<file path="src/shq_map.svh">
// Constants for the control and event queue engine
`ifndef SHQ_MAP_SVH
`define SHQ_MAP_SVH
// ==========================================================
// Request types and task functions
`define SHQ_TYPE_TASK 32'h0000_0000
`define SHQ_TYPE_QUERY 32'h0000_0001
`define SHQ_TYPE_SUBSCRIBE 32'h0000_0002
`define SHQ_SUB_QUERY_SET 32'h0000_0007
// ==========================================================
// Response codes
`define SHQ_RESP_OK 8'h00
`define SHQ_RESP_BAD_TARGET 8'h03
`define SHQ_RESP_BUSY 8'h05
`define SHQ_RESP_TRANSPORT 8'h06
`define SHQ_RESP_TARGET_FAIL 8'h07
`define SHQ_RESP_NEXUS_FAIL 8'h08
`define SHQ_RESP_FAILURE 8'h09
`define SHQ_RESP_WRONG_UNIT 8'h0C
`define SHQ_RESP_COMPLETE 8'h00
`define SHQ_RESP_SUCCEEDED 8'h0A
`define SHQ_RESP_REJECTED 8'h0B
// ==========================================================
// Event masks and event codes
`define SHQ_EVT_POWER 32'h0000_0004
`define SHQ_EVT_MEDIA 32'h0000_0010
`define SHQ_EVT_MULTI_HOST 32'h0000_0020
`define SHQ_EVT_BUSY 32'h0000_0040
`define SHQ_EVT_NONE 32'h0000_0000
`define SHQ_EVT_RESET 32'h0000_0001
`define SHQ_EVT_ASYNC 32'h0000_0002
`define SHQ_LOST_BIT 31
// ==========================================================
// Reset reasons, sense data, sizes
`define SHQ_REASON_REMOVED 32'h0000_0000
`define SHQ_REASON_HARD 32'h0000_0001
`define SHQ_REASON_RESCAN 32'h0000_0002
`define SHQ_KEY_ILLEGAL 8'h05
`define SHQ_KEY_ATTENTION 8'h06
`define SHQ_ASC_REMOVED 8'h25
`define SHQ_ASC_RESET 8'h29
`define SHQ_ASC_RESCAN 8'h3F
`define SHQ_ASCQ_RESCAN 8'h0E
`define SHQ_ASCQ_ZERO 8'h00
`define SHQ_ADDR_LEAD 8'h01
`define SHQ_HOTPLUG_BIT 1
`define SHQ_CTRL_LEN 32'h0000_0001
`define SHQ_AN_LEN 32'h0000_0005
`define SHQ_EVT_LEN 32'h0000_0010
`define SHQ_EVT_INFO_BASE 32'h0000_0010
`define SHQ_UNITS 16
`endif

</file>
<file path="src/shq_pkg.sv">
// Types for the control and event queue engine
package shq_pkg;
   typedef enum logic [2:0] {
      SHQ_EV_IDLE = 3'b001,
      SHQ_EV_WAIT = 3'b010,
      SHQ_EV_DONE = 3'b100
   } shq_ev_state_t;
endpackage : shq_pkg

</file>
<file path="src/shq_ctrl_event.sv">
// Control queue interpreter and event queue filler
`timescale 1ns/1ps
`include "shq_map.svh"
// Summary of operation
// - Control requests start with 32-bit type; device writes common response byte.
// - Task management type 0; subtypes 0 to 7 select the function.
// - Task outcome written as complete 0, succeeded 10 or rejected 11.
// - Irrelevant fields ignored; unit number ignored for nexus-wide functions.
// - Task-referencing functions compare id against outstanding request ids.
// - Query type 1 returns supported subset of requested events.
// - Event masks: power 4, media 16, multi-host 32, busy 64.
// - Subscribe records events per unit and returns supported subset.
// - Query and subscribe use only common response codes.
// - Events without buffer may be dropped; no pending event storage.
// - Bit 31 of event word set after an event was lost.
// - Short buffer returned with code 0; lost-only record when buffer posted.
// - Transport reset event carries unit address and reason code.
// - Removed and rescan events only when hot-plug negotiated.
// - Reset conditions also reported as sense key and codes.
// - Async notice code 2 with reason masked by subscription.
// - Unit address: byte 1, target, two-byte unit, four zeros.
// - Largest event record size advertised as a fixed 16, whatever the negotiated features.
// - Feature bit 1 enables hot-plug reporting.
module shq_ctrl_event (
   input wire logic ref_clk_i,
   input wire logic sys_rst_i,
   input wire logic [31:0] features_i,
   input wire logic [31:0] supported_events_i,
   input wire logic req_valid_i,
   input wire logic [31:0] req_type_i,
   input wire logic [31:0] req_subtype_i,
   input wire logic [63:0] req_unit_i,
   input wire logic [63:0] req_task_id_i,
   input wire logic [31:0] req_events_i,
   input wire logic [63:0] active_id_0_i,
   input wire logic [63:0] active_id_1_i,
   input wire logic [63:0] active_id_2_i,
   input wire logic [63:0] active_id_3_i,
   input wire logic [3:0] active_valid_i,
   input wire logic target_present_i,
   input wire logic unit_present_i,
   input wire logic device_busy_i,
   output logic req_ready_o,
   output logic ctrl_done_o,
   output logic [7:0] ctrl_response_o,
   output logic [31:0] ctrl_actual_o,
   output logic [31:0] ctrl_len_o,
   output logic [3:0] abort_match_o,
   output logic [2:0] task_action_o,
   output logic task_whole_nexus_o,
   input wire logic buf_posted_i,
   input wire logic [31:0] buf_size_i,
   input wire logic reset_evt_i,
   input wire logic [31:0] reset_reason_i,
   input wire logic [63:0] reset_unit_i,
   input wire logic async_evt_i,
   input wire logic [31:0] async_reason_i,
   input wire logic [63:0] async_unit_i,
   output logic evt_busy_o,
   output logic evt_done_o,
   output logic [31:0] evt_word_o,
   output logic [63:0] evt_unit_o,
   output logic [31:0] evt_reason_o,
   output logic [31:0] evt_len_o,
   output logic [31:0] event_info_size_o,
   output logic sense_valid_o,
   output logic [7:0] sense_key_o,
   output logic [7:0] sense_asc_o,
   output logic [7:0] sense_ascq_o
);
   // ==========================================================
   // Helpers
   function automatic logic [3:0] shq_unit_idx(input logic [63:0] unit);
      shq_unit_idx = unit[43:40];
   endfunction : shq_unit_idx

   function automatic logic shq_addr_ok(input logic [63:0] unit);
      shq_addr_ok = (unit[63:56] == `SHQ_ADDR_LEAD) && (unit[31:0] == 32'h0000_0000);
   endfunction : shq_addr_ok

   logic [31:0] sub_mask_reg [`SHQ_UNITS];
   logic hotplug;
   logic [31:0] known_mask;
   logic [31:0] actual;
   logic [3:0] id_hit;
   logic [7:0] resp_next;
   logic nexus_wide;
   logic refers_task;

   assign hotplug = features_i[`SHQ_HOTPLUG_BIT];
   assign known_mask = `SHQ_EVT_POWER | `SHQ_EVT_MEDIA | `SHQ_EVT_MULTI_HOST | `SHQ_EVT_BUSY;
   assign actual = req_events_i & supported_events_i & known_mask;
   assign req_ready_o = 1'b1;
   // Unit number is meaningless for a whole nexus reset
   assign nexus_wide = (req_subtype_i == 32'h0000_0004);
   assign refers_task = (req_subtype_i == 32'h0000_0000) || (req_subtype_i == 32'h0000_0006);
   assign id_hit = {active_valid_i[3] && (active_id_3_i == req_task_id_i),
                    active_valid_i[2] && (active_id_2_i == req_task_id_i),
                    active_valid_i[1] && (active_id_1_i == req_task_id_i),
                    active_valid_i[0] && (active_id_0_i == req_task_id_i)};
   assign event_info_size_o = `SHQ_EVT_INFO_BASE;

   // ==========================================================
   // Response selection
   always_comb begin
      resp_next = `SHQ_RESP_FAILURE;
      if (req_type_i == `SHQ_TYPE_TASK) begin
         if (req_subtype_i > `SHQ_SUB_QUERY_SET) begin
            resp_next = `SHQ_RESP_FAILURE;
         end else if (!shq_addr_ok(req_unit_i) || !target_present_i) begin
            resp_next = `SHQ_RESP_BAD_TARGET;
         end else if (!nexus_wide && !unit_present_i) begin
            resp_next = `SHQ_RESP_WRONG_UNIT;
         end else if (device_busy_i) begin
            resp_next = `SHQ_RESP_BUSY;
         end else if (req_subtype_i == 32'h0000_0006) begin
            resp_next = (|id_hit) ? `SHQ_RESP_SUCCEEDED : `SHQ_RESP_COMPLETE;
         end else if (req_subtype_i == `SHQ_SUB_QUERY_SET) begin
            resp_next = (|active_valid_i) ? `SHQ_RESP_SUCCEEDED : `SHQ_RESP_COMPLETE;
         end else if (req_subtype_i == 32'h0000_0002) begin
            // No auto contingent allegiance is kept, so clearing it is refused
            resp_next = `SHQ_RESP_REJECTED;
         end else begin
            resp_next = `SHQ_RESP_COMPLETE;
         end
      end else if ((req_type_i == `SHQ_TYPE_QUERY) || (req_type_i == `SHQ_TYPE_SUBSCRIBE)) begin
         if (!shq_addr_ok(req_unit_i) || !target_present_i) begin
            resp_next = `SHQ_RESP_BAD_TARGET;
         end else if (!unit_present_i) begin
            resp_next = `SHQ_RESP_WRONG_UNIT;
         end else begin
            resp_next = `SHQ_RESP_OK;
         end
      end
   end

   // ==========================================================
   // Control completion
   always_ff @(posedge ref_clk_i or posedge sys_rst_i) begin
      if (sys_rst_i) begin
         ctrl_done_o <= 1'b0;
         ctrl_response_o <= 8'h00;
         ctrl_actual_o <= 32'h0000_0000;
         ctrl_len_o <= 32'h0000_0000;
         abort_match_o <= 4'h0;
         task_action_o <= 3'h0;
         task_whole_nexus_o <= 1'b0;
      end else begin
         ctrl_done_o <= req_valid_i;
         abort_match_o <= 4'h0;
         if (req_valid_i) begin
            ctrl_response_o <= resp_next;
            ctrl_actual_o <= 32'h0000_0000;
            ctrl_len_o <= `SHQ_CTRL_LEN;
            if ((req_type_i != `SHQ_TYPE_TASK) && (resp_next == `SHQ_RESP_OK)) begin
               ctrl_actual_o <= actual;
               ctrl_len_o <= `SHQ_AN_LEN;
            end
            if ((req_type_i == `SHQ_TYPE_TASK) && (resp_next == `SHQ_RESP_COMPLETE)) begin
               abort_match_o <= refers_task ? id_hit : active_valid_i;
               task_action_o <= req_subtype_i[2:0];
               task_whole_nexus_o <= nexus_wide;
            end
         end
      end
   end

   // ==========================================================
   // Subscriptions per unit
   always_ff @(posedge ref_clk_i or posedge sys_rst_i) begin
      if (sys_rst_i) begin
         for (int i = 0; i < `SHQ_UNITS; i++) begin
            sub_mask_reg[i] <= 32'h0000_0000;
         end
      end else if (req_valid_i && (req_type_i == `SHQ_TYPE_SUBSCRIBE)
                   && (resp_next == `SHQ_RESP_OK)) begin
         sub_mask_reg[shq_unit_idx(req_unit_i)] <= actual;
      end
   end

   // ==========================================================
   // Event queue
   shq_pkg::shq_ev_state_t ev_state_reg;
   logic lost_reg;
   logic buf_avail_reg;
   logic reset_allowed;
   logic [31:0] async_masked;
   logic want_reset;
   logic want_async;

   // Removal and rescan are suppressed without hot-plug
   assign reset_allowed = hotplug || (reset_reason_i == `SHQ_REASON_HARD);
   assign async_masked = async_reason_i & sub_mask_reg[shq_unit_idx(async_unit_i)];
   assign want_reset = reset_evt_i && reset_allowed;
   assign want_async = async_evt_i && (async_masked != 32'h0000_0000);
   assign evt_busy_o = (ev_state_reg != shq_pkg::SHQ_EV_IDLE);

   always_ff @(posedge ref_clk_i or posedge sys_rst_i) begin
      if (sys_rst_i) begin
         ev_state_reg <= shq_pkg::SHQ_EV_IDLE;
         buf_avail_reg <= 1'b0;
         lost_reg <= 1'b0;
         evt_done_o <= 1'b0;
         evt_word_o <= 32'h0000_0000;
         evt_unit_o <= 64'h0000_0000_0000_0000;
         evt_reason_o <= 32'h0000_0000;
         evt_len_o <= 32'h0000_0000;
      end else begin
         evt_done_o <= 1'b0;
         case (ev_state_reg)
            shq_pkg::SHQ_EV_IDLE: begin
               // An event in the posting cycle is dropped, so setting wins over clearing
               if (buf_posted_i && (buf_size_i < `SHQ_EVT_INFO_BASE)) begin
                  evt_word_o <= {lost_reg, 31'h0000_0000};
                  evt_len_o <= 32'h0000_0004;
                  lost_reg <= want_reset || want_async;
                  ev_state_reg <= shq_pkg::SHQ_EV_DONE;
               end else if (buf_posted_i && lost_reg) begin
                  evt_word_o <= `SHQ_EVT_NONE | 32'h8000_0000;
                  evt_len_o <= 32'h0000_0004;
                  lost_reg <= want_reset || want_async;
                  ev_state_reg <= shq_pkg::SHQ_EV_DONE;
               end else if (buf_posted_i) begin
                  if (want_reset || want_async) begin
                     lost_reg <= 1'b1;
                  end
                  buf_avail_reg <= 1'b1;
                  ev_state_reg <= shq_pkg::SHQ_EV_WAIT;
               end else if (want_reset || want_async) begin
                  lost_reg <= 1'b1;
               end
            end
            shq_pkg::SHQ_EV_WAIT: begin
               // One buffer held; driver keeps several posted
               if (want_reset) begin
                  evt_word_o <= `SHQ_EVT_RESET | {lost_reg, 31'h0000_0000};
                  evt_unit_o <= reset_unit_i;
                  evt_reason_o <= reset_reason_i;
                  evt_len_o <= `SHQ_EVT_LEN;
                  lost_reg <= want_async;
                  buf_avail_reg <= 1'b0;
                  ev_state_reg <= shq_pkg::SHQ_EV_DONE;
               end else if (want_async) begin
                  evt_word_o <= `SHQ_EVT_ASYNC | {lost_reg, 31'h0000_0000};
                  evt_unit_o <= async_unit_i;
                  evt_reason_o <= async_masked;
                  evt_len_o <= `SHQ_EVT_LEN;
                  lost_reg <= 1'b0;
                  buf_avail_reg <= 1'b0;
                  ev_state_reg <= shq_pkg::SHQ_EV_DONE;
               end
            end
            shq_pkg::SHQ_EV_DONE: begin
               evt_done_o <= 1'b1;
               if (want_reset || want_async) begin
                  lost_reg <= 1'b1;
               end
               ev_state_reg <= shq_pkg::SHQ_EV_IDLE;
            end
            default: begin
               ev_state_reg <= shq_pkg::SHQ_EV_IDLE;
            end
         endcase
      end
   end

   // ==========================================================
   // Sense data mirror of reset conditions
   always_ff @(posedge ref_clk_i or posedge sys_rst_i) begin
      if (sys_rst_i) begin
         sense_valid_o <= 1'b0;
         sense_key_o <= 8'h00;
         sense_asc_o <= 8'h00;
         sense_ascq_o <= 8'h00;
      end else begin
         sense_valid_o <= reset_evt_i;
         if (reset_evt_i) begin
            case (reset_reason_i)
               `SHQ_REASON_REMOVED: begin
                  sense_key_o <= `SHQ_KEY_ILLEGAL;
                  sense_asc_o <= `SHQ_ASC_REMOVED;
                  sense_ascq_o <= `SHQ_ASCQ_ZERO;
               end
               `SHQ_REASON_RESCAN: begin
                  sense_key_o <= `SHQ_KEY_ATTENTION;
                  sense_asc_o <= `SHQ_ASC_RESCAN;
                  sense_ascq_o <= `SHQ_ASCQ_RESCAN;
               end
               default: begin
                  sense_key_o <= `SHQ_KEY_ATTENTION;
                  sense_asc_o <= `SHQ_ASC_RESET;
                  sense_ascq_o <= `SHQ_ASCQ_ZERO;
               end
            endcase
         end
      end
   end
endmodule : shq_ctrl_event

</file>
<file path="config.mk">
export PLATFORM = sky130hd
export DESIGN_NAME = shq_ctrl_event
export DESIGN_NICKNAME = d
export VERILOG_FILES = /design/src/shq_pkg.sv /design/src/shq_ctrl_event.sv
export VERILOG_INCLUDE_DIRS = /design/src
export SDC_FILE = /design/constraint.sdc
export NUM_CORES = 1
export LEC_CHECK = 0
export CAP_MARGIN = 15
export CORE_AREA = 3 3 418 420
export DETAILED_ROUTE_END_ITERATION = 12
export DIE_AREA = 0 0 421 423
export DONT_BUFFER_PORTS = 1
export GPL_ROUTABILITY_DRIVEN = 0
export PLACE_DENSITY = 0.31
export SYNTH_ARGS = -nofsm -noshare
export SYNTH_HDL_FRONTEND = slang
export SYNTH_SLANG_ARGS = --single-unit
</file>
<file path="constraint.sdc">
create_clock -name ref_clk_i -period 16.75 [get_ports ref_clk_i]
set_clock_uncertainty 0.2 [all_clocks]
set_input_delay 1.675 -clock ref_clk_i [delete_from_list [all_inputs] [get_ports ref_clk_i]]
set_output_delay 1.675 -clock ref_clk_i [all_outputs]
set_load 0.01 [all_outputs]
</file>
# ---- Word level (Yosys, flattened, before mapping)
# Index checks and enable logic that the tools add are counted.
dict set report totals {
  ff_bits 783
  output_inout_bits 301
  in_bits 781
}
dict set report op_classes {
  n_mux 54
  n_bitwise 4
  n_eq_ne 20
  reduce_logical 41
  n_lt_le_gt_ge 5
}
# op count
set ops {}
lappend ops {{512-bit bitwise mux} 1}
lappend ops {{32-bit 2-to-1 mux} 13}
lappend ops {{64-bit equality test} 4}
lappend ops {{32-bit binary-select mux with 4-bit select} 1}
lappend ops {{32-bit demux with 4-bit select} 1}
lappend ops {{32-bit zero test} 4}
lappend ops {{64-bit 2-to-1 mux} 2}
lappend ops {{32-bit one-hot mux with 2 select lines} 2}
lappend ops {{32-bit by 2-bit equality test with 1-bit output (second input constant)} 3}
lappend ops {{32-bit by 3-bit equality test with 1-bit output (second input constant)} 3}
lappend ops {{32-bit by 1-bit equality test with 1-bit output (second input constant)} 2}
lappend ops {{32-bit nonzero test} 2}
lappend ops {{4-bit 2-to-1 mux} 15}
lappend ops {{32-bit AND} 1}
lappend ops {{32-bit by 3-bit greater-than comparator with 1-bit output (second input constant)} 1}
lappend ops {{32-bit by 5-bit less-than comparator with 1-bit output (second input constant)} 1}
lappend ops {{3-bit 2-to-1 mux} 6}
lappend ops {{8-bit 2-to-1 mux} 2}
lappend ops {{1-bit logical AND} 15}
lappend ops {{5-bit greater-or-equal comparator (second input constant)} 2}
lappend ops {{4-bit NOT with 5-bit output} 2}
lappend ops {{5-bit one-hot mux with 2 select lines} 1}
lappend ops {{8-bit by 1-bit equality test with 1-bit output (second input constant)} 1}
lappend ops {{8-bit zero test} 1}
lappend ops {{other kinds (20)} 38}

# ---- Depth between registers and ports, before layout
# Gate-level depths: netlist of the first run.
dict set report logic_depth {
  depth_word 14
  depth_mapped 12
}

# ---- Worst setup path before layout of the first run
# No wires, ideal clock.
dict set report synth_timing {
  path_kind {in2reg}
  from {in async_unit_i[40]}
  to {reg evt_unit_o[16]}
  path_stages 12
  arrival_ns 4.136
  slack_ns 12.277
  required_time_ns 16.413
  cell_sequence {buf_2 buf_2 mux4_2 a22oi_1 a21boi_1 o41a_1 or2_1 and2_1 clkbuf_1 buf_2 nor2_1 a21oi_1}
}
dict set report synth_between {
  elab_chain_len 9
}
# item line_no
set synth_lines {}
lappend synth_lines {{start: declaration} shq_ctrl_event.sv:58} ;# input wire logic [63:0] async_unit_i,
lappend synth_lines {{4-bit NOT with 5-bit output (not written as such)} shq_ctrl_event.sv:193} ;# assign async_masked = async_reason_i & sub_mask_reg[shq_unit_idx(async_unit_i)];
lappend synth_lines {{32-bit binary-select mux with 4-bit select} shq_ctrl_event.sv:193}
lappend synth_lines {{32-bit 2-to-1 mux (not written as such) (2 in a row)} shq_ctrl_event.sv:193}
lappend synth_lines {{32-bit AND} shq_ctrl_event.sv:193}
lappend synth_lines {{32-bit nonzero test} shq_ctrl_event.sv:195} ;# assign want_async = async_evt_i && (async_masked != 32'h0000_0000);
lappend synth_lines {{1-bit logical AND} shq_ctrl_event.sv:195}
lappend synth_lines {{2-bit nonzero test (no source line)} --}
lappend synth_lines {{2-bit AND reduction (no source line)} --}
lappend synth_lines {{end signal: assignment} shq_ctrl_event.sv:237} ;# evt_unit_o <= reset_unit_i;
lappend synth_lines {{end signal: assignment} shq_ctrl_event.sv:245} ;# evt_unit_o <= async_unit_i;
lappend synth_lines {{end: declaration} shq_ctrl_event.sv:62} ;# output logic [63:0] evt_unit_o,
# No other way between the ends. The select of a mux whose other input is x is not followed.
# A chain may end at the register's enable or synchronous reset.

# ---- Worst setup path in the final report of the first run
dict set report layout_timing {
  from {in req_task_id_i[40]}
  to {reg task_action_o[0]}
}
dict set report layout_between {
  elab_chain_len 13
  elab_cells_between_ends 19
}
# item line_no
set layout_lines {}
lappend layout_lines {{start: declaration} shq_ctrl_event.sv:33} ;# input wire logic [63:0] req_task_id_i,
lappend layout_lines {{64-bit equality test (on tied branches)} --}
lappend layout_lines {{1-bit logical AND (on tied branches)} --}
lappend layout_lines {{4-bit OR reduction *} shq_ctrl_event.sv:117} ;# resp_next = (|id_hit) ? `SHQ_RESP_SUCCEEDED : `SHQ_RESP_COMPLETE;
lappend layout_lines {{4-bit 2-to-1 mux (no source line) *} --}
lappend layout_lines {{4-bit 2-to-1 mux *} shq_ctrl_event.sv:116} ;# end else if (req_subtype_i == 32'h0000_0006) begin
lappend layout_lines {{4-bit 2-to-1 mux *} shq_ctrl_event.sv:114} ;# end else if (device_busy_i) begin
lappend layout_lines {{4-bit 2-to-1 mux *} shq_ctrl_event.sv:112} ;# end else if (!nexus_wide && !unit_present_i) begin
lappend layout_lines {{4-bit 2-to-1 mux *} shq_ctrl_event.sv:110} ;# end else if (!shq_addr_ok(req_unit_i) || !target_present_i) begin
lappend layout_lines {{8-bit 2-to-1 mux *} shq_ctrl_event.sv:108} ;# if (req_subtype_i > `SHQ_SUB_QUERY_SET) begin
lappend layout_lines {{8-bit 2-to-1 mux *} shq_ctrl_event.sv:107} ;# if (req_type_i == `SHQ_TYPE_TASK) begin
lappend layout_lines {{8-bit zero test (no source line) *} --}
lappend layout_lines {{1-bit logical AND *} shq_ctrl_event.sv:159} ;# if ((req_type_i == `SHQ_TYPE_TASK) && (resp_next == `SHQ_RESP_COMPLETE)) begin
lappend layout_lines {{2-bit AND reduction (no source line) *} --}
lappend layout_lines {{end signal: assignment} shq_ctrl_event.sv:161} ;# task_action_o <= req_subtype_i[2:0];
lappend layout_lines {{end: declaration} shq_ctrl_event.sv:49} ;# output logic [2:0] task_action_o,
# Every way passes the cells marked *; elsewhere a longest branch is shown, timed or not.

==> results.txt, run 1 <==
The run finished with clean final reports. Summing all placed instances gives a cell area of 15,100 um2. Setup repair after global routing left no endpoint under its margin. The aggregate global routing overflow came out at 0. The count of port buffers added during placement is 0.

The worst setup path is launched from an input pin. The aggregate negative setup slack came out at 0 ps. For this run, the register share of the synthesized area comes to 0.3786. The post-synthesis adder-cell area fraction is 0. The share of the synthesized netlist area taken by xor and xnor gates is 0.1751. The maximum vdd drop came out at 0.07914 mV.

The worst-case headroom to the max-slew limit is 0.2375. The cell area power density is 98.62 nW/um2. The final critical path time including I/O delays and setup came out at 5624 ps.

sky130_fd_sc_hd__xor2_1 is the most common cell in the netlist. The first detailed-routing pass took 5 iterations. The number of sinks driven by the clock tree is 196. The CTS tree is built. The max-slew violation count came out at 0.

The critical path is of the input pin to flip-flop type. The count of yosys warnings during synthesis is 0. The placeable core region is 171,400 um2. Each instance of the synthesized netlist takes up on average 10.01 um2. The worst setup path is captured at a flip-flop.

The leakage power is 5.809 nW. The initial antenna violation count came to 26. The y dimension of the die is 423 um.

After synthesis, the largest family of logic cells by area is XOR/XNOR gates. The post-cts hold buffer count came out at 0. Measured on the finished design, the core utilization comes to 0.09175. The multiplexer share of the synthesized area came out at 0.09028. The cell sitting at the root of the clock tree is a sky130_fd_sc_hd__clkbuf_16. The area of the mapped netlist is ~13,000 um2. The number of enable flip-flop cells after synthesis is 0. The first-pass GRT wire length came out at approximately 100,000 um.

The largest net degree at the start of global routing is 76. The compound-gate portion of the synthesized area came to 0.1107. Setup violations remaining at the end of the flow were counted as 0.

The via count is 10,090. Post-CTS repair changed the size of 0 cells. The total routing resource utilization after global routing came out at 0.08713. The initial utilization of the core area, before any placement, comes to 0.07563. The number of placed instances with taps included is 3,557. The total setup buffers inserted after CTS came out at 0. The worst hold path belongs to the class flip-flop to flip-flop. The antenna diode count is 0. The first routing iteration left 740 violations. The number of register bits inferred by synthesis came out at 196.

In this run, CTS created clock tree buffers numbering 17. The post-synthesis share of cell area spent on and, or, nand and nor gates came out at 0.1256. The clock passes through at most 2 buffers. The I/O pin count is 1,082. The placement row count came out at 152.

Synthesis produced about 1,300 cells. In the final design database the tool counted 2,047 nets. Ranked by instance count, the synthesized netlist is headed by 257 x sky130_fd_sc_hd__xor2_1, 195 x sky130_fd_sc_hd__dfrtp_1, 172 x sky130_fd_sc_hd__buf_4, 101 x sky130_fd_sc_hd__nor4_1, 82 x sky130_fd_sc_hd__nor2_1. The tool flagged a number of max-cap violations equal to 0.

The chip width is 421 um. The count of distinct cell types in the synthesized netlist is a little over 60. The actual slew at the worst max-slew pin came out at 1133 ps. After detailed routing, the number of remaining DRC violations is 0. The via count of the first global-routing pass came to 9,676.

The layout-stage area growth over the synthesis result is 21.33%. The data arrival time at the worst-slack endpoint came out at between 5000 and 6000 ps. The H-tree depth came out at 4.

Detailed placement finished with a half-perimeter wire length of between 60,000 and 70,000 um. Excluding fillers, the count of instances in the completed layout stands at ~3,600. The fraction of final layout cells sized beyond drive strength 1 came out at 0.1157. The clock slew seen by the registers of the worst setup and hold paths came out at 100 ps. After routing the design area is around 16,000 um2. The largest driver fanout on the critical path came out at 8. The data required time of the worst path came out at 16,950 ps. Dividing the final minimum period by the clock period gives 0.3358. The average wire per cell in the routed design is ~23 um. In the synthesized netlist the dominant register cell turns out to be sky130_fd_sc_hd__dfrtp_1.

The final count of hold timing violations was 0. The count of nets left with antenna violations after detail routing is 0. The clock network latency to the later pin of the worst-skew pair came out at between 500 and 600 ps.

The share of synthesized area in the top cell type comes to 0.3766. The detailed-route wire length is 81,940 um. The total power of the final layout came out at 1.551 mW. The die covers 178,100 um2. Based on the critical path, the design can be clocked at up to 177.8 MHz. Dividing the detail-routed via count by the number of cells gives around 2.8. By area the synthesized netlist is led by sky130_fd_sc_hd__dfrtp_1 38%, sky130_fd_sc_hd__xor2_1 17%, sky130_fd_sc_hd__buf_4 10%. The async set-reset flop share out of synthesis is 1.000. Summed over all instances, the cell type with the most area after synthesis is sky130_fd_sc_hd__dfrtp_1.
-- worst max-delay path: stages --
cell                       delay, ps
sky130_fd_sc_hd__xor2_1          190
sky130_fd_sc_hd__nor4_1          980
sky130_fd_sc_hd__nand4_1         590
sky130_fd_sc_hd__nor4_1         1050
sky130_fd_sc_hd__a222oi_1        180
sky130_fd_sc_hd__buf_4           230
sky130_fd_sc_hd__a211oi_1        330
sky130_fd_sc_hd__nor2_1           90
sky130_fd_sc_hd__buf_4           200
sky130_fd_sc_hd__mux2_2          280
-- cells by family (layout without fill, tap and decap cells) --
| kind of cell | Yosys count | count (layout) |
|---|---|---|
| flip-flops | 196 | 196 |
| multiplexers | 87 | 87 |
| AO/OA/AOI/OAI | 218 | 218 |
| other | 2 | 166 |
| buffers and inverters | 235 | 56 |
| XOR/XNOR | 259 | 259 |
| AND/OR/NAND/NOR | 297 | 297 |
-- cell usage in the layout, fill, tap and decap left out, types with 4 or more instances in the layout --
cell / count
sky130_fd_sc_hd__o22ai_1: 69
sky130_fd_sc_hd__xor2_1: 257
sky130_fd_sc_hd__nand4_1: 26
sky130_fd_sc_hd__nand2b_1: 5
sky130_fd_sc_hd__o311a_1: 4
sky130_fd_sc_hd__a22o_1: 28
sky130_fd_sc_hd__mux4_2: 16
sky130_fd_sc_hd__a21o_1: 5
sky130_fd_sc_hd__nor3_1: 17
sky130_fd_sc_hd__nor4_1: 99
sky130_fd_sc_hd__inv_8: 5
sky130_fd_sc_hd__dfrtp_1: 195
sky130_fd_sc_hd__and2_0: 4
sky130_fd_sc_hd__o21ai_0: 10
sky130_fd_sc_hd__buf_4: 7
sky130_fd_sc_hd__mux2_2: 66
sky130_fd_sc_hd__a21oi_1: 76
sky130_fd_sc_hd__nor2_1: 81
sky130_fd_sc_hd__nand2_1: 22
sky130_fd_sc_hd__or3_1: 5
sky130_fd_sc_hd__conb_1: 166
sky130_fd_sc_hd__inv_12: 4
sky130_fd_sc_hd__a22oi_1: 8
sky130_fd_sc_hd__nor4_2: 5
sky130_fd_sc_hd__nand3_1: 9
sky130_fd_sc_hd__clkbuf_16: 17
sky130_fd_sc_hd__inv_1: 16
-- report_power, final --
part           internal, mW  leakage [nW]  switching (mW)
registers             0.598          2.52           0.185
logic                 0.120          2.98           0.171
clock network         0.212         0.304           0.265
total                 0.930          5.81           0.621
-- final cells by class --
class | instances | area, um2
fillers | 19860 | 155600
multi-input cells | 1027 | 7178
flip-flops and latches | 196 | 4906
well taps | 2310 | 2890
clock buffers | 18 | 439.2
clock inverters | 14 | 185.2
inverters | 17 | 71.32
repair buffers | 7 | 52.55
-- stage by stage --
step           hold WS (ps)  setup WS (ps)
2_1_floorplan         259.5           9536
3_5_place_dp          284.7          10670
4_1_cts               307.8          11270
6_report              311.2          11130
3_3_place_gp          276.9          10710
5_1_grt               326.2          11180
-- worst paths after layout --
check	startpoint	to	slack [ps]	cells after the start
max reg2reg	sub_mask_reg[68]$_DFFE_PP0P_	evt_unit_o[45]$_DFFE_PP0P_	13030	7
min reg2reg	sub_mask_reg[418]$_DFFE_PP0P_	sub_mask_reg[418]$_DFFE_PP0P_	310	1
min in group asynchronous	sys_rst_i	evt_reason_o[12]$_DFFE_PP0P_	930	1
max in group asynchronous	sys_rst_i	sub_mask_reg[484]$_DFFE_PP0P_	13220	3
max	req_task_id_i[40]	task_action_o[0]$_DFFE_PP0P_	11130	10
min	sub_mask_reg[418]$_DFFE_PP0P_	sub_mask_reg[418]$_DFFE_PP0P_	310	1
-- per-layer routing --
layer / GRT usage / wire [um] / share of wire / vias up
met5: 0 / 139 / 0.0017 / -
met4: 0.01865 / 1462 / 0.018 / 22
met3: 0.04581 / 9707 / 0.12 / 102
met2: 0.1473 / 40760 / 0.50 / 631
met1: 0.09668 / 29860 / 0.36 / 5067
li1: - / - / - / 4265
Note: power is estimated with default switching activity, not from simulation.
==> inputs of run 2 (changes only) <==
==> constraint.sdc (replaced) <==
create_clock -name ref_clk_i -period 5.25 [get_ports ref_clk_i]
set_clock_uncertainty 0.2 [all_clocks]
set_input_delay 0.525 -clock ref_clk_i [delete_from_list [all_inputs] [get_ports ref_clk_i]]
set_output_delay 0.525 -clock ref_clk_i [all_outputs]
set_load 0.01 [all_outputs]
==> results.txt, run 2 (same netlist as run 1, synthesis figures left out) <==
The run finished with clean final reports. The via count of the first global-routing pass was 10,400 (+7.5%). The actual slew at the worst max-slew pin came out at 1086 ps (-47.34 ps). The clock slew seen by the registers of the worst setup and hold paths is 110 ps (about the same). The first-pass iteration count of the detailed router is 5 (unchanged). The number of buffers between clock root and the deepest sink is 2 (unchanged). The average via count per standard cell came out at 2.830 (+0.68%). The placement row count came to 152 (unchanged).

The worst min-delay path category is input pin to flip-flop. The data required time of the worst path is 5490 ps (-11,460 ps). The max-slew violation count is 0 (unchanged).

The I/O pin count is 1,082 (unchanged). The initial standard-cell utilization of the core is 0.07563 (unchanged). The post-cts hold buffer count is 99 (+99). The switching portion of total power came out at 0.3947 (-0.005649).

The number of max-cap violations was 0 (unchanged). The initial antenna violation count is 25 (-3.8%). The leakage power is 6.323 nW (+8.8%). The delay of the slowest cell on the worst path is 590 ps (-460 ps). The startpoint kind of the worst setup timing path is a flip-flop. The critical path in this run is classified as flip-flop to flip-flop. Among cell families on the critical path, the largest total delay comes from compound AO/OA/AOI/OAI gates.

In the layout the commonest cells are 257 x sky130_fd_sc_hd__xor2_1, 195 x sky130_fd_sc_hd__dfrtp_1, 166 x sky130_fd_sc_hd__conb_1. The largest driver fanout on the critical path came out at 32 (+24). The CTS tree is built. The final count of hold timing violations came to 0 (unchanged).

The total setup buffers inserted after CTS is 0 (unchanged). The final critical path time including I/O delays and setup came out at a little over 4000 ps. The number of buffer and inverter instances along the worst setup path came out at 2 (unchanged). The final design instance area without fill came to 16,850 um2 (+7.1%). The final layout net count came to 2,160 (+5.5%). The largest net degree at the start of global routing came out at 145 (+91%). The placeable core region is 171,400 um2 (unchanged). The aggregate global routing overflow is 0 (unchanged). The clock network latency to the later pin of the worst-skew pair is 510 ps (about the same). The number of setup violations in the final report came out at 0 (unchanged). The data arrival time at the worst-slack endpoint came out at 4330 ps (-1500 ps). The worst-case headroom to the max-slew limit came out at 0.2756 (+0.03812).

The area growth from synthesis to layout is 30.00%. The cell area power density came out at 295.8 nW/um2 (+200%). The internal portion of total power came to 3.016 mW (+220%). The sequential power share came out at 0.501 (-0.004).

The switching power total was 1.967 mW (+220%). The y dimension of the die came out at 423 um (unchanged). The first-pass GRT wire length is 104,700 um (+2.6%). Setup repair after global routing left no endpoint under its margin.

The count of port buffers added during placement is 0 (unchanged). The number of clock buffers inserted by TritonCTS came out at 17 (unchanged). The fraction of final layout cells sized beyond drive strength 1 came out at 0.1164 (+0.0006639). The combinational cell fraction of total power is 0.201 (+0.014). The maximum vdd drop came out at 0.2416 mV (+210%). The final critical-path share of the clock period is 0.7794.

The power share of the clock group was 0.299 (-0.008). The number of gates resized after CTS is 0 (unchanged). The library cell used most frequently in the layout, excluding fill and tap cells, is sky130_fd_sc_hd__xor2_1. The count of nets left with antenna violations after detail routing came out at 0 (unchanged).

The worst setup path is captured at a flip-flop. The highest clock rate is 244.4 MHz. The total routing resource utilization after global routing is 0.08858 (+0.001457). The chip width was 421 um (unchanged). The H-tree depth was 4 (unchanged). The die area is 178,100 um2 (unchanged). The detailed-route wire length came to 82,970 um (+1.3%). The via count came out at 10,480 (+3.9%). The HPWL after detailed placement came to 69,600 um (about the same). The placed standard-cell area is 15,220 um2 (+0.80%). The average wire per cell in the routed design came out at 22.40 um (-1.9%).

The aggregate negative setup slack is 0 ps (unchanged). The detailed-route DRC error count was 0 (unchanged). The initial DRC count came out at 843 (+14%). The slowest stage of the critical path belongs to the cell sky130_fd_sc_hd__dlygate4sd3_1. The buffer cell driving the clock tree root is sky130_fd_sc_hd__clkbuf_16.

Walking the worst path, the cells encountered are mux4_2, a22oi_1, a21boi_0, o41a_1, nand2_2, buf_4, o22ai_1, dlygate4sd3_1, a21oi_1. The number of sinks driven by the clock tree was 196 (unchanged).
-- run 2: power groups by stage --
| stage | Clock (mW) | Sequential, mW | Combinational [mW] |
|---|---|---|---|
| finish | 1.49 | 2.50 | 0.999 |
| global route | 1.65 | 2.54 | 1.12 |
| CTS | 1.61 | 2.53 | 1.01 |
| detailed placement | 0 | 2.56 | 0.930 |
| global placement | 0 | 2.57 | 0.925 |
| floorplan | 0 | 2.33 | 0.812 |
-- run 2: worst register-to-register path: stages, from the launching register on --
cell	delay, ps
sky130_fd_sc_hd__dfrtp_1	390
sky130_fd_sc_hd__mux4_2	510
sky130_fd_sc_hd__a22oi_1	260
sky130_fd_sc_hd__a21boi_0	270
sky130_fd_sc_hd__o41a_1	570
sky130_fd_sc_hd__nand2_2	510
sky130_fd_sc_hd__buf_4	400
sky130_fd_sc_hd__o22ai_1	180
sky130_fd_sc_hd__dlygate4sd3_1	590
sky130_fd_sc_hd__a21oi_1	150
-- run 2: area by class of cell --
type	instances	area (um2)
fill	19780	154500
multi-input combinational	1027	7172
sequential	196	4906
tap	2310	2890
timing repair buffer	120	1174
clock buffer	18	439.2
clock inverter	14	192.7
inverter	17	67.56
antenna	2	5.005
-- run 2: through the flow --
stage	hold WS [ps]	setup slack, ps	total power, mW	util	instances
global placement	273.1	928.2	3.495	0.08881	3571
floorplan	259.5	1927	3.138	-	1458
CTS	0.6688	1062	5.154	0.09828	3702
global route	20.75	866.3	5.310	0.09828	3702
finish	68.03	1158	4.983	0.09831	3704
detailed placement	282.5	940.6	3.495	0.08881	3571
-- run 2: final timing paths --
kind / startpoint / endpoint / slack, ps / cells past startpoint
setup / recovery: sub_mask_reg[68]$_DFFE_PP0P_ / evt_unit_o[35]$_DFFE_PP0P_ / 1160 / 9
hold / removal: reset_unit_i[40] / evt_unit_o[40]$_DFFE_PP0P_ / 70 / 2
setup reg to reg: sub_mask_reg[68]$_DFFE_PP0P_ / evt_unit_o[35]$_DFFE_PP0P_ / 1160 / 9
hold reg to reg: sub_mask_reg[418]$_DFFE_PP0P_ / sub_mask_reg[418]$_DFFE_PP0P_ / 310 / 1
max in group asynchronous: sys_rst_i / sub_mask_reg[196]$_DFFE_PP0P_ / 3200 / 3
min in group asynchronous: sys_rst_i / evt_len_o[4]$_DFFE_PP0P_ / 390 / 2
-- run 2: metal layers --
| layer | vias to the layer above | wire length (um) | global-route usage |
|---|---|---|---|
| li1 | 4492 | - | - |
| met4 | 6 | 1887 | 0.02195 |
| met5 | - | 68 | 0 |
| met1 | 5244 | 31960 | 0.1028 |
| met3 | 113 | 8248 | 0.03730 |
| met2 | 626 | 40800 | 0.1498 |
==> inputs of run 3 (changes only) <==
--- a/config.mk
+++ b/config.mk
@@ -7,9 +7,9 @@
 export NUM_CORES = 1
 export LEC_CHECK = 0
 export CAP_MARGIN = 15
-export CORE_AREA = 3 3 418 420
+export CORE_AREA = 3 3 422 424
 export DETAILED_ROUTE_END_ITERATION = 12
-export DIE_AREA = 0 0 421 423
+export DIE_AREA = 0 0 425 427
 export DONT_BUFFER_PORTS = 1
 export GPL_ROUTABILITY_DRIVEN = 0
 export PLACE_DENSITY = 0.31
==> constraint.sdc (replaced) <==
create_clock -name ref_clk_i -period 3.7 [get_ports ref_clk_i]
set_clock_uncertainty 0.2 [all_clocks]
set_input_delay 0.37 -clock ref_clk_i [delete_from_list [all_inputs] [get_ports ref_clk_i]]
set_output_delay 0.37 -clock ref_clk_i [all_outputs]
set_load 0.01 [all_outputs]
==> results.txt, run 3 (same netlist as run 1, synthesis figures left out) <==
The H-tree depth is 4 (unchanged). The number of buffer and inverter instances along the worst setup path is 5 (+3). The placeable core region came out at 174,200 um2 (+1.7%). The largest net degree at the start of global routing is 84 (-42%). In this run the worst setup path begins at req_task_id_i[59]. The total routing resource utilization after global routing was 0.09152 (+0.002938).

The HPWL after detailed placement is 74,180 um (+6.6%). Following the worst setup path forward leads to its endpoint at abort_match_o[2]$_DFF_PP0_. The count of nets left with antenna violations after detail routing is 0 (unchanged). The initial DRC count came out at 863 (+2.4%). The via count of the first global-routing pass is 11,040 (+6.2%). The cell area power density came to 394.0 nW/um2 (+33%). In this run the critical register-to-register path is launched from sub_mask_reg[70]$_DFFE_PP0P_. The first-pass iteration count of the detailed router came out at 5 (unchanged).

The actual slew at the worst max-slew pin came out at 1121 ps (+35.23 ps). The clock network latency to the later pin of the worst-skew pair is 520 ps (about the same). The family with the most delay on the worst path is simple AND/OR/NAND/NOR gates. Among the stages of the critical path, the cell type that occurs most often is sky130_fd_sc_hd__buf_12. The detailed-route DRC error count is 0 (unchanged). The max-slew violation count came to 0 (unchanged). The number of buffers between clock root and the deepest sink is 2 (unchanged). The worst-case headroom to the max-slew limit is 0.2521 (-0.02350). The I/O pin count is 1,082 (unchanged). The buffer cell driving the clock tree root is sky130_fd_sc_hd__clkbuf_16. The total setup buffers inserted after CTS came out at 0 (unchanged). The run finished with clean final reports. In this run the worst hold path is classified as input pin to flip-flop. The aggregate negative setup slack is 0 ps (unchanged).

The worst setup margin came out at 126.2 ps (-1032 ps). The average via count per standard cell came to 2.872 (+1.5%). The y dimension of the die came out at 427 um (+0.95%).

The flop-to-flop setup slack is 150 ps (-1010 ps). The number of clock buffers inserted by TritonCTS is 17 (unchanged). The number of max-cap violations came to 0 (unchanged). The detailed-route wire length came out at 87,810 um (+5.8%). The path length in cells of the critical path came out at 13 (+4). The largest driver fanout on the critical path came out at 5 (-84%). The placed standard-cell area is 15,850 um2 (+4.1%). The number of cell instances on the worst register-to-register path was 10 (+1). The chip width was 425 um (+0.95%). The maximum vdd drop is 0.2936 mV (+22%). Leaving out fill and tap cells, the most frequent cell in the layout is sky130_fd_sc_hd__xor2_1. The number of sinks driven by the clock tree is 196 (unchanged). The final standard cell utilization of the core came out at 0.1052 (+0.006838). The final count of hold timing violations is 0 (unchanged). Walking the worst path, the cells encountered are xor2_1, nor4_1, buf_4, nand4_1, nor4_1, a222oi_1, buf_12, a211oi_1, nor2_1, buf_12, buf_12, o311a_1, dlygate4sd3_1. The initial antenna violation count came out at 26 (+4.0%). The clock slew seen by the registers of the worst setup and hold paths is 100 ps (about the same). The initial standard-cell utilization of the core is 0.07439 (-0.001237).

The library cells used most frequently in the layout, excluding fill and tap cells, are 257 x sky130_fd_sc_hd__xor2_1, 195 x sky130_fd_sc_hd__dfrtp_1, 185 x sky130_fd_sc_hd__dlygate4sd3_1. The placement row count is 153 (+0.66%). The leakage power came out at 7.138 nW (+13%). The total power of the final layout is 7.218 mW (+45%). STA classifies the critical path endpoint as a flip-flop. The CTS tree is built.

Setup repair after global routing left no endpoint under its margin. The via count is 11,110 (+6.0%). The aggregate global routing overflow came to 0 (unchanged). The reg-to-reg endpoint is evt_unit_o[38]$_DFFE_PP0P_. The final layout net count came out at 2,309 (+6.9%).

The first-pass GRT wire length was 109,500 um (+4.6%). The data arrival time at the worst-slack endpoint is 3800 ps (-530 ps). The final critical-path share of the clock period is 0.9659. The routed design could run at a clock period as short as 3574 ps. The average wire per cell in the routed design is 22.69 um (+1.3%). The die area came out at 181,500 um2 (+1.9%). The final design instance area without fill came out at 18,320 um2 (+8.7%).

The slowest stage of the critical path belongs to the cell sky130_fd_sc_hd__nor4_1. The number of setup violations in the final report came out at 0 (unchanged). The classification of the worst setup path is input pin to flip-flop. The data required time of the worst path came out at 3930 ps (-1560 ps). The delay of the slowest cell on the worst path is 740 ps (+150 ps).

The count of port buffers added during placement is 0 (unchanged). The minimum setup slack after placement was 138.4 ps (-802.3 ps). The fraction of final layout cells sized beyond drive strength 1 came out at 0.1441 (+0.02768). STA classifies the critical path startpoint as an input pin. From synthesis to final layout, the design area changed by 41.35%. The highest clock rate came out at 279.8 MHz.
run 3: changes by cell type in the layout (fill, tap and decap cells not counted), sizes merged:
cell and delta:
buf +63, clkinv -1, dlygate4sd3 +86, diode +2, bufinv +1
run 3: layout make-up:
cell class | count | area [um2]
multi-input combinational | 1027 | 7159
antenna | 4 | 10.01
timing repair buffer | 269 | 2658
sequential | 196 | 4906
clock inverter | 14 | 178.9
tap | 2325 | 2909
fill | 20150 | 155900
inverter | 17 | 67.56
clock buffer | 18 | 429.2
run 3: how the worst min path moves through the flow:
stage | startpoint | endpoint | slack [ps] | depth (start not counted)
2_1_floorplan | req_valid_i | ctrl_done_o$_DFF_PP0_ | 200 | 0
3_3_place_gp | reset_evt_i | sense_valid_o$_DFF_PP0_ | 200 | 0
3_5_place_dp | reset_evt_i | sense_valid_o$_DFF_PP0_ | 200 | 0
4_1_cts | async_unit_i[7] | evt_unit_o[7]$_DFFE_PP0P_ | 8 | 3
5_1_grt | req_unit_i[41] | sub_mask_reg[194]$_DFFE_PP0P_ | 20 | 3
6_report | reset_unit_i[44] | evt_unit_o[44]$_DFFE_PP0P_ | 80 | 3
run 3: per-stage QoR:
stage                     hold WS [ps]  std cells
after CTS                        8.437       3866
after detailed placement         203.4       3649
after global placement           202.9       3649
after global routing             21.90       3866
final                            76.67       3870
after floorplan                  201.4       1458
run 3: tightest hold or removal path, cell delays in order:
cell and delay [ps]:
sky130_fd_sc_hd__o22ai_1 80, sky130_fd_sc_hd__buf_4 170, sky130_fd_sc_hd__a21oi_1 130
run 3: power breakdown:
part           switching [mW]  internal, mW
clock                    1.13         0.978
combinational           0.851         0.701
sequential              0.856          2.71
total                    2.83          4.39
run 3: timing repair:
item                       CTS  global route
hold buffers               185             0
hold endpoints to repair   169             0
gates resized for setup      0             2
setup endpoints to repair    0            18
run 3: per-layer routing:
metal / track usage / vias to the layer above / share of wire
li1: - / 4785 / -
met1: 0.1054 / 5605 / 0.38
met2: 0.1524 / 630 / 0.49
met3: 0.04774 / 82 / 0.11
met4: 0.01466 / 12 / 0.010
met5: 0 / - / 0.00081
